$ cat config.mk
export PLATFORM = sky130hd
export DESIGN_NAME = tcc_top
export DESIGN_NICKNAME = d
export VERILOG_FILES = /design/src/hw/tcc_pkg.sv /design/src/hw/tcc_top.sv
export VERILOG_INCLUDE_DIRS = /design/src /design/src/hw
export SDC_FILE = /design/constraint.sdc
export NUM_CORES = 1
export LEC_CHECK = 0
export ABC_AREA = 1
export BUFFER_PORTS_ARGS = -buffer_cell sky130_fd_sc_hd__buf_2
export CORE_ASPECT_RATIO = 1.75
export CORE_MARGIN = 2
export CORE_UTILIZATION = 59
export DETAILED_ROUTE_END_ITERATION = 10
export GPL_ROUTABILITY_DRIVEN = 0
export PLACE_DENSITY = 0.85
export SLEW_MARGIN = 20
export SYNTH_ARGS = -nofsm -noshare
export SYNTH_HDL_FRONTEND = slang
export SYNTH_SLANG_ARGS = --single-unit
$ cat constraint.sdc
create_clock -name clk_i -period 3.7 [get_ports clk_i]
set_input_delay 0.37 -clock clk_i [delete_from_list [all_inputs] [get_ports clk_i]]
set_output_delay 0.37 -clock clk_i [all_outputs]
set_load 0.01 [all_outputs]
$ cat src/hw/tcc_cfg.svh
`ifndef TCC_CFG_SVH
`define TCC_CFG_SVH
// register addresses on the plain register port
`define TCC_ADDR_W 3
`define TCC_ADDR_CTRL1 3'h0
`define TCC_ADDR_CTRL2 3'h1
`define TCC_ADDR_CTRL3 3'h2
`define TCC_ADDR_STAT 3'h3
`define TCC_ADDR_REF 3'h4
// comparator control fields
`define TCC_B_ON 15
`define TCC_B_PIN 14
`define TCC_B_INV 13
`define TCC_B_EVT 9
`define TCC_B_RES 8
`define TCC_B_EDGE_HI 7
`define TCC_B_EDGE_LO 6
`define TCC_B_PLUS 4
`define TCC_B_MINUS_HI 1
`define TCC_B_MINUS_LO 0
// shared status fields
`define TCC_B_IDLE 15
`define TCC_B_EVCOPY 8
`define TCC_B_RESCOPY 0
// reference control fields
`define TCC_B_EXTREF 10
`define TCC_B_SRC_HI 9
`define TCC_B_SRC_LO 8
`define TCC_B_PWR 7
`define TCC_B_ROE 6
`define TCC_B_SUPPLY 5
`define TCC_B_LVL_HI 4
// writable bit masks, unimplemented bits read zero
`define TCC_CTRL_WMASK 16'hE2D3
`define TCC_REF_WMASK 16'h07FF
// reset values
`define TCC_CTRL_RST 16'h0000
`define TCC_REF_RST 16'h0000
// edge select codes
`define TCC_EDGE_NONE 2'h0
`define TCC_EDGE_RISE 2'h1
`define TCC_EDGE_FALL 2'h2
`define TCC_EDGE_ANY 2'h3
`endif

$ cat src/hw/tcc_pkg.sv
package tcc_pkg;
  typedef struct packed {
    logic [2:0] on;
    logic [2:0] pin;
    logic [2:0] inv;
    logic [2:0] evt;
    logic [5:0] edge_sel;
    logic [2:0] plus_sel;
    logic [5:0] minus_sel;
    logic idle_stop;
    logic [10:0] ref_ctl;
    logic [2:0] sync1;
    logic [2:0] sync2;
    logic [2:0] prev;
    logic [2:0] pin_oe;
    logic [2:0] pin_val;
    logic [15:0] rdata;
    logic [2:0] run;
  } tcc_state_s;
endpackage

$ cat src/hw/tcc_top.sv
`timescale 1ns/1ps
`include "tcc_cfg.svh"
// Summary of operation
// - comparator runs only while its enable set
// - pin drive enable routes result to pin
// - pin path bypasses every synchroniser
// - invert bit flips the reported result
// - event sets sticky flag, blocks further events
// - code 11 fires on any change
// - code 10 fires falling, rising if inverted
// - code 01 fires rising, falling if inverted
// - code 00 fires nothing
// - plus select picks reference or first pin
// - minus select picks pins or reference
// - unimplemented bits read back zero
// - idle stop halts all comparators in idle
// - status mirrors event flags at 10..8
// - status mirrors results at 2..0
// - external ref select matters under plus select
// - source field matters under minus code 11
// - ladder power bit powers the ladder
// - ladder pin output connects level to pin
// - supply select picks external or analog rails
// - level code sets low plus code/32 span
module tcc_top (
  input wire logic clk_i,
  input wire logic rst_i,
  input wire logic ce_i,
  input wire logic [`TCC_ADDR_W-1:0] addr_i,
  input wire logic [15:0] wdata_i,
  input wire logic wr_i,
  input wire logic rd_i,
  output logic [15:0] rdata_o,
  input wire logic idle_mode_i,
  input wire logic [2:0] analog_result_i,
  output logic [2:0] comparator_on_o,
  output logic [2:0] plus_input_select_o,
  output logic [5:0] minus_input_select_o,
  output logic [2:0] comparator_output_pin_o,
  output logic [2:0] comparator_output_pin_oe_o,
  output logic [2:0] event_pulse_o,
  output logic external_ref_select_o,
  output logic [1:0] reference_source_field_o,
  output logic ladder_power_o,
  output logic ladder_pin_output_o,
  output logic ladder_supply_select_o,
  output logic [4:0] ladder_level_code_o
);

  ////////////////////////////////////////////////////////////////////////////
  // helpers

  // event condition for one comparator from its edge select and polarity
  function automatic logic edge_hit(input logic [1:0] sel, input logic inv,
                                    input logic prev, input logic cur);
    logic rise;
    logic fall;
    rise = ~prev & cur;
    fall = prev & ~cur;
    case (sel)
      `TCC_EDGE_ANY: edge_hit = rise | fall;
      `TCC_EDGE_FALL: edge_hit = inv ? rise : fall;
      `TCC_EDGE_RISE: edge_hit = inv ? fall : rise;
      default: edge_hit = 1'b0;
    endcase
  endfunction

  // assemble a comparator control word, unused bits zero
  function automatic logic [15:0] ctrl_word(input tcc_pkg::tcc_state_s s, input int i);
    logic [15:0] w;
    w = 16'h0000;
    w[`TCC_B_ON] = s.on[i];
    w[`TCC_B_PIN] = s.pin[i];
    w[`TCC_B_INV] = s.inv[i];
    w[`TCC_B_EVT] = s.evt[i];
    w[`TCC_B_RES] = s.prev[i];
    w[`TCC_B_EDGE_HI:`TCC_B_EDGE_LO] = s.edge_sel[2*i +: 2];
    w[`TCC_B_PLUS] = s.plus_sel[i];
    w[`TCC_B_MINUS_HI:`TCC_B_MINUS_LO] = s.minus_sel[2*i +: 2];
    ctrl_word = w;
  endfunction

  ////////////////////////////////////////////////////////////////////////////
  // state

  tcc_pkg::tcc_state_s st_ff;
  tcc_pkg::tcc_state_s nxt_st;
  logic [2:0] raw_cmp;

  // raw analog result, passed through ungated; the run bit gates it downstream
  assign raw_cmp = analog_result_i;

  // next state: register writes, synchronisers, edge detection
  always_comb begin
    nxt_st = st_ff;
    // two flops on the asynchronous result, polarity applied after
    nxt_st.sync1 = raw_cmp;
    nxt_st.sync2 = st_ff.sync1;
    for (int i = 0; i < 3; i++) begin
      logic cur;
      cur = st_ff.run[i] & (st_ff.sync2[i] ^ st_ff.inv[i]);
      nxt_st.prev[i] = cur;
      // set wins over a software clear in the same cycle
      if (wr_i && addr_i == 3'(i) && !wdata_i[`TCC_B_EVT]) begin
        nxt_st.evt[i] = 1'b0;
      end
      if (!st_ff.evt[i] && st_ff.run[i] &&
          edge_hit(st_ff.edge_sel[2*i +: 2], st_ff.inv[i], st_ff.prev[i], cur)) begin
        nxt_st.evt[i] = 1'b1;
      end
    end
    // register writes; event flag only cleared, never set, by software
    if (wr_i) begin
      for (int i = 0; i < 3; i++) begin
        if (addr_i == 3'(i)) begin
          nxt_st.on[i] = wdata_i[`TCC_B_ON];
          nxt_st.pin[i] = wdata_i[`TCC_B_PIN];
          nxt_st.inv[i] = wdata_i[`TCC_B_INV];
          nxt_st.edge_sel[2*i +: 2] = wdata_i[`TCC_B_EDGE_HI:`TCC_B_EDGE_LO];
          nxt_st.plus_sel[i] = wdata_i[`TCC_B_PLUS];
          nxt_st.minus_sel[2*i +: 2] = wdata_i[`TCC_B_MINUS_HI:`TCC_B_MINUS_LO];
        end
      end
      if (addr_i == `TCC_ADDR_STAT) begin
        nxt_st.idle_stop = wdata_i[`TCC_B_IDLE]; // copies ignore writes
      end
      if (addr_i == `TCC_ADDR_REF) begin
        nxt_st.ref_ctl = wdata_i[10:0] & 11'(`TCC_REF_WMASK);
      end
    end
    // run and pin state follow the new settings, so a write shows next cycle
    for (int i = 0; i < 3; i++) begin
      nxt_st.run[i] = nxt_st.on[i] & ~(nxt_st.idle_stop & idle_mode_i);
      // pin value registered once from the raw result, inverted and gated by run; the pad sees that flop
      nxt_st.pin_oe[i] = nxt_st.pin[i] & nxt_st.run[i];
      nxt_st.pin_val[i] = nxt_st.run[i] & (raw_cmp[i] ^ nxt_st.inv[i]);
    end
    // read data valid only in the cycle after the strobe
    nxt_st.rdata = 16'h0000;
    if (rd_i) begin
      case (addr_i)
        `TCC_ADDR_CTRL1: nxt_st.rdata = ctrl_word(st_ff, 0) & `TCC_CTRL_WMASK | 16'h0300 &
                                        ctrl_word(st_ff, 0);
        `TCC_ADDR_CTRL2: nxt_st.rdata = ctrl_word(st_ff, 1);
        `TCC_ADDR_CTRL3: nxt_st.rdata = ctrl_word(st_ff, 2);
        `TCC_ADDR_STAT: begin
          nxt_st.rdata[`TCC_B_IDLE] = st_ff.idle_stop;
          nxt_st.rdata[`TCC_B_EVCOPY +: 3] = st_ff.evt;
          nxt_st.rdata[`TCC_B_RESCOPY +: 3] = st_ff.prev;
        end
        `TCC_ADDR_REF: nxt_st.rdata = {5'h00, st_ff.ref_ctl};
        default: nxt_st.rdata = 16'h0000;
      endcase
    end
  end

  // single state register, frozen while the clock enable is low
  always_ff @(posedge clk_i) begin
    if (rst_i) begin
      st_ff <= '0;
    end else if (ce_i) begin
      st_ff <= nxt_st;
    end
  end

  ////////////////////////////////////////////////////////////////////////////
  // outputs from the state register, except the event pulse from its own flop

  // event pulse lasts one cycle on the flag's rising edge
  always_ff @(posedge clk_i) begin
    if (rst_i) begin
      event_pulse_o <= 3'h0;
    end else if (ce_i) begin
      event_pulse_o <= nxt_st.evt & ~st_ff.evt;
    end
  end

  assign rdata_o = st_ff.rdata;
  assign comparator_on_o = st_ff.run;
  assign plus_input_select_o = st_ff.plus_sel;
  assign minus_input_select_o = st_ff.minus_sel;
  assign comparator_output_pin_o = st_ff.pin_val;
  assign comparator_output_pin_oe_o = st_ff.pin_oe;
  assign external_ref_select_o = st_ff.ref_ctl[`TCC_B_EXTREF];
  assign reference_source_field_o = st_ff.ref_ctl[`TCC_B_SRC_HI:`TCC_B_SRC_LO];
  assign ladder_power_o = st_ff.ref_ctl[`TCC_B_PWR];
  assign ladder_pin_output_o = st_ff.ref_ctl[`TCC_B_ROE];
  assign ladder_supply_select_o = st_ff.ref_ctl[`TCC_B_SUPPLY];
  assign ladder_level_code_o = st_ff.ref_ctl[`TCC_B_LVL_HI:0];

endmodule // tcc_top

==> flow_summary_export.csv, run 1 <==
group,metric,value,unit
worst_setup_path,crit_fanout,33,
pwr,power_density,448,mW/mm2
routing,wl_per_cell,15.0,um
cts,cts_made_buffers,9,
worst_setup_path,critical_path_class,"primary input to register",
worst_setup_path,cpMostUsedCell,"nand2_1",
global_routing,grtUsageTotal,0.280,
place,numPortBuffers,71,
final_layout,diodes,0,
routing,finalWirelength,9.66,mm
worst_setup_path,cp_slowest_stage_delay,0.44,ns
final_layout,fin_area,0.00418,mm2
yosys,ys_ff_latch,74,
floorplanning,start_util,0.597,
outcome,status,"complete, no violations",
cts,cts_resized,0,
global_routing,gr-usage-met1,0.293,
global_routing,first_global_vias,3462,
global_routing,grt_pass1_wl,15.6,mm
cts,clock_tree.root_cell,"clkbuf_16",
global_routing,use_met3,0.0629,
routing,drtPass1Iterations,5,
global_routing,use_met2,0.469,
worst_setup_path,worstPathArrival,1.97,ns
yosys,ys.flop_type,"dfxtp_1",
final_layout,area_growth_syn_to_layout,8.78,%
flow_run,maxCapViolations,0,
worst_setup_path,cpMaxStageDelayCell,"buf_2",
timing,finalHoldViolations,0,
routing,drt_iter0_drc,322,
worst_setup_path,crit_path_start_kind,"primary input",
place,placed_area,0.00388,mm2
pwr,comb_power_share,0.084,
timing,holdWs,0.299,ns
worst_setup_path,crit_chain,"buf_2 > nand2_1 > inv_2 > nand2_1 > o21ai_0 > a21oi_1",
floorplanning,die_w,65.0,um
yosys,ys_seq_area_frac,0.385,
pwr,p_switching,458,uW
yosys,syn_area_per_cell,7.16,um2
routing,dr_total_vias,3622,
pwr,power.leakage,1.84,nW
cts,clk_path_buf_depth,2,
global_routing,grt_max_degree,45,
yosys,async_flop_share,0,
yosys,synthCells,537,
cts,holdBufCountCts,0,
floorplanning,die_area,0.00721,mm2
yosys,synth_area,0.00385,mm2
timing,maxSlewViolCount,0,
cts,postCtsSetupRepairBufs,0,
cts,cts_tree,"built",
timing,tns,0,ns
yosys,synth.distinct_cells,30,
timing,clock_skew,0.00298,ns
pwr,swShare,0.245,
pwr,p_clk_frac,0.474,
final_layout,post-route-util,0.650,
final_layout,finalNetCount,590,
place,dp_hpwl,6.93,mm
timing,slew_headroom,0.424,
timing,max_freq,0.561,GHz
timing,rsz0062_at_grt,"false",
pwr,intPower,1.42,mW
cts,clock_latency,0.34,ns
yosys,yosysWarnings,0,
worst_setup_path,crit_required,3.89,ns
routing,antenna_left,0,
floorplanning,design.portCount,76,
cts,path_clk_slew,0.06,ns
yosys,synth_edf_count,0,
global_routing,grt_antenna_before_repair,0,
routing,drc,0,
global_routing,grt.busiest_layer,"met2",
worst_hold_path,hold_class,"primary input to register",
timing,worstMarginPinSlew,0.863,ns
final_layout,drive_above_1_share,0.193,
timing,min_period,1.78,ns
floorplanning,die_h,111,um
worst_setup_path,endpoint_kind,"register",
timing,timing.final.crit_share,0.482,
cts,cts_sinks,74,
global_routing,overflow,0,
cts,cts.htree.levels,3,
pwr,power_frac_seq,0.442,
timing,setup_viol,0,
floorplanning,rows,39,
floorplanning,core_area,0.00644,mm2
routing,vias_per_cell,5.63,
pwr,ir_drop,0.267,mV
[flip-flops by register name, summed over array words and instances, names as in the netlist, 3 cells and up]
register,cells
nxt_st,3
rdata_o,14
plus_input_select_o,3
st_ff,25
comparator_output_pin_oe_o,3
event_pulse_o,3
ladder_level_code_o,5
minus_input_select_o,6
comparator_on_o,3
comparator_output_pin_o,3
[metal layers]
| layer | up-vias | part of all wire | routed length, um |
|---|---|---|---|
| met2 | 188 | 0.50 | 4870 |
| met5 | - | 0 | 0 |
| met3 | 52 | 0.069 | 668 |
| met1 | 1621 | 0.36 | 3440 |
| li1 | 1761 | - | - |
| met4 | 0 | 0.071 | 684 |
[power groups by stage]
stage | logic (mW) | clock network (mW) | registers (mW)
2_1_floorplan | 0.118 | 0 | 0.842
3_3_place_gp | 0.150 | 0 | 0.844
3_5_place_dp | 0.154 | 0 | 0.845
4_1_cts | 0.155 | 0.887 | 0.828
5_1_grt | 0.173 | 0.922 | 0.830
6_report | 0.157 | 0.888 | 0.828
[final timing paths]
path	startpoint	cells past startpoint	endpoint	slack [ns]
max	ce_i	6	st_ff[62]	1.92
max reg2reg	st_ff[64]	10	st_ff[61]	2.13
min	wdata_i[5]	3	ladder_supply_select_o	0.30
min reg2reg	rdata_o[14]	2	rdata_o[14]	0.46
[critical path, delay by kind of cell]
kind,cells,cell delay (ns)
compound gates,2,0.38
simple gates,2,0.48
buf+inv,2,0.73
[Yosys cell counts (3+ instances only)]
cell type,n,area [um2]
a21oi_1,69,345
buf_2,4,20.0
buf_4,44,330
buf_6,3,33.8
clkbuf_1,14,52.6
dfxtp_1,74,1480
ha_1,6,75.1
inv_1,53,199
inv_2,4,15.0
nand2_1,104,390
nand2_4,5,56.3
nand3_1,29,145
nand3_2,3,30.0
nand4_1,9,56.3
nor2_1,36,135
nor2_4,3,33.8
o21a_1,3,22.5
o21ai_0,40,200
o21ai_1,7,35.0
o22ai_1,11,68.8
[layout by cell type, fill, tap and decap left out, drive strengths merged]
cell        n
o22ai      11
nand2     111
inv        59
o211ai      2
buf        72
o21ai      47
nand3      32
nor3        2
ha          6
o221ai      2
a21oi      69
clkinv      4
dfxtp      74
clkbuf     11
a32oi       2
o21a        3
clkinvlp    1
nor2       40
nand4       9
a211oi      1
conb        2
bufinv      1
[kinds of logic after synthesis]
family,synth area share
AND/OR/NAND/NOR,0.231
AO/OA/AOI/OAI,0.190
buffers and inverters,0.173
flip-flops,0.385
adder cells (fa/ha/maj),0.0195
other,0.000975
[final cells by class]
cell class	instances	area (um2)
Clock inverter	5	52.6
Tap cell	82	103
Sequential cell	74	1480
Timing Repair Buffer	72	363
Inverter	60	230
Multi-Input combinational cell	339	1700
Fill cell	576	2260
Clock buffer	11	253
[per-stage QoR]
stage / instances / total power [mW] / setup WS (ns)
after floorplan: 538 / 0.959 / 2.37
after global placement: 627 / 0.994 / 1.60
after detailed placement: 627 / 0.999 / 1.56
after CTS: 643 / 1.87 / 1.91
after global routing: 643 / 1.93 / 1.75
final: 643 / 1.87 / 1.92
Note: power is estimated with default switching activity, not from simulation.
==> run 2, diff against run 1 <==
- CORE_UTILIZATION: 59 -> 55
- PLACE_DENSITY: 0.85 -> 0.8
- clock period: 3.7 -> 1.8 ns (I/O delays scaled with it)
==> run 2 against run 1 <==
Worst hold slack worse by 0.18 ns. Die area up 6.9%. Core utilization down 2.6 points. Critical path depth up 4. Cell area up 1.5%. First-iteration DRC count up 12%. Via count up 1.4%. Clock power up 120%. Cell count up 1.2%. Sequential share of layout area down 0.51 points. Global-route usage down 0.92 points. Non-clock buffer count up 6.
==> flow_summary_export.csv, run 2 (synthesis results as in run 1) <==
group,metric,value,unit
outcome,status,"complete, no violations",
final_layout,drive_above_1_share,0.201,
final_layout,layout_common_cells,"104 x nand2_1, 74 x dfxtp_1, 71 x buf_2",
routing,wl_per_cell,15.2,um
floorplanning,die_area,0.00770,mm2
worst_setup_path,crit_required,2.00,ns
worst_setup_path,crit_fanout,7,
cts,cts_sinks,74,
cts,clock_tree.root_cell,"clkbuf_16",
timing,min_period,1.59,ns
floorplanning,die_h,115,um
final_layout,layout.cells.most_common,"nand2_1",
cts,holdBufCountCts,0,
global_routing,grt_pass1_wl,15.6,mm
timing,holdWs,0.120,ns
flow_run,maxCapViolations,0,
timing,setup_viol,0,
cts,clk_path_buf_depth,2,
worst_setup_path,critical_path_class,"register to register",
timing,clock_skew,0.00463,ns
timing,maxSlewViolCount,0,
final_layout,diodes,0,
routing,vias_per_cell,5.64,
timing,tns,0,ns
final_layout,fin_area,0.00425,mm2
cts,postCtsSetupRepairBufs,0,
timing,max_freq,0.629,GHz
floorplanning,rows,40,
cts,cts_tree,"built",
floorplanning,die_w,67.2,um
cts,cts.htree.levels,3,
global_routing,overflow,0,
routing,drtPass1Iterations,5,
worst_setup_path,reg2regPathDepth,10,
cts,cts_resized,0,
global_routing,grt_max_degree,44,
routing,finalWirelength,9.87,mm
cts,clock_latency,0.34,ns
floorplanning,design.portCount,76,
pwr,power.leakage,1.88,nW
global_routing,first_global_vias,3386,
worst_setup_path,crit_path_start_kind,"register",
routing,dr_total_vias,3673,
timing,finalHoldViolations,0,
worst_hold_path,hold_class,"primary input to register",
place,numPortBuffers,71,
final_layout,largest_reg_flops,25,
routing,antenna_left,0,
timing,rsz0062_at_grt,"false",
timing,timing.final.crit_share,0.883,
global_routing,grtUsageTotal,0.270,
cts,path_clk_slew,0.06,ns
place,dp_hpwl,7.08,mm
cts,cts_made_buffers,9,
routing,drc,0,
final_layout,area_growth_syn_to_layout,10.4,%
place,placed_area,0.00393,mm2
pwr,ir_drop,0.793,mV
routing,drt_iter0_drc,362,
worst_hold_path,hold_depth,3,
pwr,power_density,933,mW/mm2
worst_setup_path,endpoint_kind,"register",
final_layout,largest_register,"st_ff",
floorplanning,start_util,0.565,
global_routing,grt_antenna_before_repair,0,
floorplanning,core_area,0.00681,mm2
final_layout,finalNetCount,596,
worst_setup_path,worstPathArrival,1.79,ns
## run 2: area by class of cell
| type | instances | area (um2) |
|---|---|---|
| well taps | 84 | 105 |
| repair buffers | 78 | 408 |
| multi-input cells | 339 | 1700 |
| fillers | 665 | 2560 |
| inverters | 60 | 230 |
| flip-flops and latches | 74 | 1480 |
| clock buffers | 10 | 239 |
| clock inverters | 6 | 80.1 |
## run 2: where the power goes
group          switching [mW]  total, mW  internal, mW
Combinational           0.233      0.335         0.103
Clock                   0.684       1.92          1.24
Sequential             0.0270       1.70          1.67
Total                   0.944       3.96          3.02
## run 2: stage by stage
step / util / total power [mW] / worst slack (ns) / cells
finish: 0.624 / 3.96 / 0.210 / 651
global placement: 0.577 / 2.05 / 0.305 / 635
detailed placement: 0.577 / 2.06 / 0.245 / 635
CTS: 0.624 / 3.96 / 0.236 / 651
global route: 0.624 / 4.08 / 0.0701 / 651
floorplan: - / 1.97 / 0.508 / 538
## run 2: worst max-delay path, cell delays in order, from the launching register on
cell and delay [ns]:
dfxtp_1 0.45, nor2_1 0.08, nor2_1 0.18, inv_1 0.09, ha_1 0.21, nand2_1 0.08
nand3_1 0.07, nand2_1 0.07, o21ai_0 0.07, nand2_1 0.08, a21oi_1 0.07
## run 2: layer usage
metal	track usage	share of wire	vias to the layer above
li1	-	-	1782
met3	0.0639	0.070	34
met2	0.470	0.52	172
met4	0.161	0.038	0
met1	0.286	0.37	1685
met5	0	0	-
## run 2: worst paths after layout
check	startpoint	endpoint	slack, ns
hold reg to reg	rdata_o[14]	rdata_o[14]	0.46
setup / recovery	st_ff[66]	event_pulse_o[2]	0.21
setup reg to reg	st_ff[66]	event_pulse_o[2]	0.21
hold / removal	analog_result_i[1]	nxt_st[29]	0.12
==> run 3, diff against run 2 <==
- RECOVER_POWER: not set -> 100
==> run 3 against run 2 <==
Fmax decreased by 2.5%. Sequential share of layout area up 0.78 points. Global-route usage did not move. Clock skew decreased by 0.0012 ns. Cell area down 2.2%. Via count fell by 0.71%.
==> flow_summary_export.csv, run 3 (synthesis results as in run 1) <==
group,metric,value,unit
cts,clk_path_buf_depth,2,
floorplanning,design.portCount,76,
cts,holdBufCountCts,0,
cts,cts.htree.levels,3,
final_layout,layout_common_cells,"106 x nand2_1, 74 x dfxtp_1, 69 x a21oi_1",
cts,postCtsSetupRepairBufs,0,
timing,max_freq,0.613,GHz
worst_hold_path,min_from,"wdata_i[5]",
worst_setup_path,endpoint_kind,"register",
floorplanning,die_h,115,um
routing,drtPass1Iterations,5,
timing,maxSlewViolCount,0,
timing,clock_skew,0.00341,ns
floorplanning,start_util,0.565,
pwr,power.leakage,1.67,nW
routing,dr_total_vias,3647,
timing,timing.final.crit_share,0.906,
final_layout,finalNetCount,596,
cts,path_clk_slew,0.06,ns
final_layout,largest_reg_flops,25,
routing,wl_per_cell,15.2,um
final_layout,drive_above_1_share,0.102,
worst_setup_path,crit_path_start_kind,"primary input",
worst_setup_path,worstSetupStartpoint,"wr_i",
timing,tns,0,ns
place,numPortBuffers,71,
routing,vias_per_cell,5.60,
timing,rsz0062_at_grt,"false",
timing,slew_headroom,0.155,
place,placedCellCount,635,
cts,clock_tree.root_cell,"clkbuf_16",
timing,worstMarginPinSlew,1.27,ns
worst_setup_path,crit_required,2.02,ns
pwr,ir_drop,0.793,mV
place,dp_hpwl,7.08,mm
worst_setup_path,r2r_start,"st_ff[65]",
timing,min_period,1.63,ns
global_routing,grt_max_degree,44,
final_layout,fin_area,0.00415,mm2
routing,finalWirelength,9.86,mm
global_routing,grt_pass1_wl,15.6,mm
timing,setup_viol,0,
worst_hold_path,hold_class,"primary input to register",
worst_setup_path,crit_fanout,19,
final_layout,layout.cells.most_common,"nand2_1",
cts,cts_resized,0,
cts,cts_made_buffers,9,
global_routing,overflow,0,
place,placed_area,0.00393,mm2
routing,antenna_left,0,
final_layout,diodes,0,
worst_setup_path,critical_path_class,"primary input to register",
routing,drc,0,
pwr,power_density,948,mW/mm2
cts,cts_sinks,74,
floorplanning,die_area,0.00770,mm2
cts,clock_latency,0.33,ns
flow_run,maxCapViolations,0,
floorplanning,die_w,67.2,um
floorplanning,core_area,0.00681,mm2
final_layout,area_growth_syn_to_layout,7.97,%
floorplanning,rows,40,
outcome,status,"complete, no violations",
final_layout,final_cells,651,
timing,finalHoldViolations,0,
worst_setup_path,worstPathArrival,1.85,ns
global_routing,first_global_vias,3386,
final_layout,largest_register,"st_ff",
cts,cts_tree,"built",
pwr,power,3.94,mW
global_routing,grtUsageTotal,0.270,
global_routing,grt_antenna_before_repair,0,
routing,drt_iter0_drc,377,
==> run 3: cell count changes in the layout (fill, tap and decap cells not counted), sizes merged <==
| cell | previous run | this run |
|---|---|---|
| buf | 78 | 25 |
| clkbuf | 10 | 63 |
==> run 3: worst max-delay path, cell delays in order <==
cell,delay [ns]
clkbuf_1,0.53
nand2_1,0.17
inv_1,0.25
clkbuf_2,0.28
nand2_4,0.17
o21ai_0,0.21
a21oi_1,0.06
==> run 3: path summary, 6_finish.rpt <==
kind                            endpoint  cells past startpoint  slack, ns
hold / removal    ladder_supply_select_o                      3       0.12
setup / recovery  ladder_level_code_o[0]                      7       0.17
hold reg to reg              rdata_o[14]                      2       0.46
setup reg to reg               st_ff[62]                      8       0.21
==> run 3: power by group <==
group	leakage (nW)	total, mW	internal (mW)	switching, mW
registers	0.600	1.70	1.68	0.0271
clock network	0.162	1.91	1.24	0.673
logic	0.904	0.323	0.0939	0.229
==> run 3: metal layers <==
layer	vias up	track usage	wire length, um
li1	1778	-	-
met1	1675	0.286	3670
met2	159	0.470	5160
met3	35	0.0639	641
met4	0	0.161	400
met5	-	0	0
==> run 3: metrics by stage <==
stage | worst slack [ns] | hold WS (ns) | util
after detailed placement | 0.245 | 0.454 | 0.577
after global routing | 0.0701 | 0.130 | 0.610
after global placement | 0.305 | 0.451 | 0.577
after CTS | 0.236 | 0.107 | 0.624
after floorplan | 0.508 | 0.333 | -
final | 0.170 | 0.119 | 0.610
==> run 3: final cells by class <==
cell class / count / area (um2)
fill: 691 / 2650
timing repair buffer: 78 / 333
clock buffer: 10 / 239
tap: 84 / 105
clock inverter: 6 / 80.1
sequential: 74 / 1480
multi-input combinational: 339 / 1680
inverter: 60 / 230
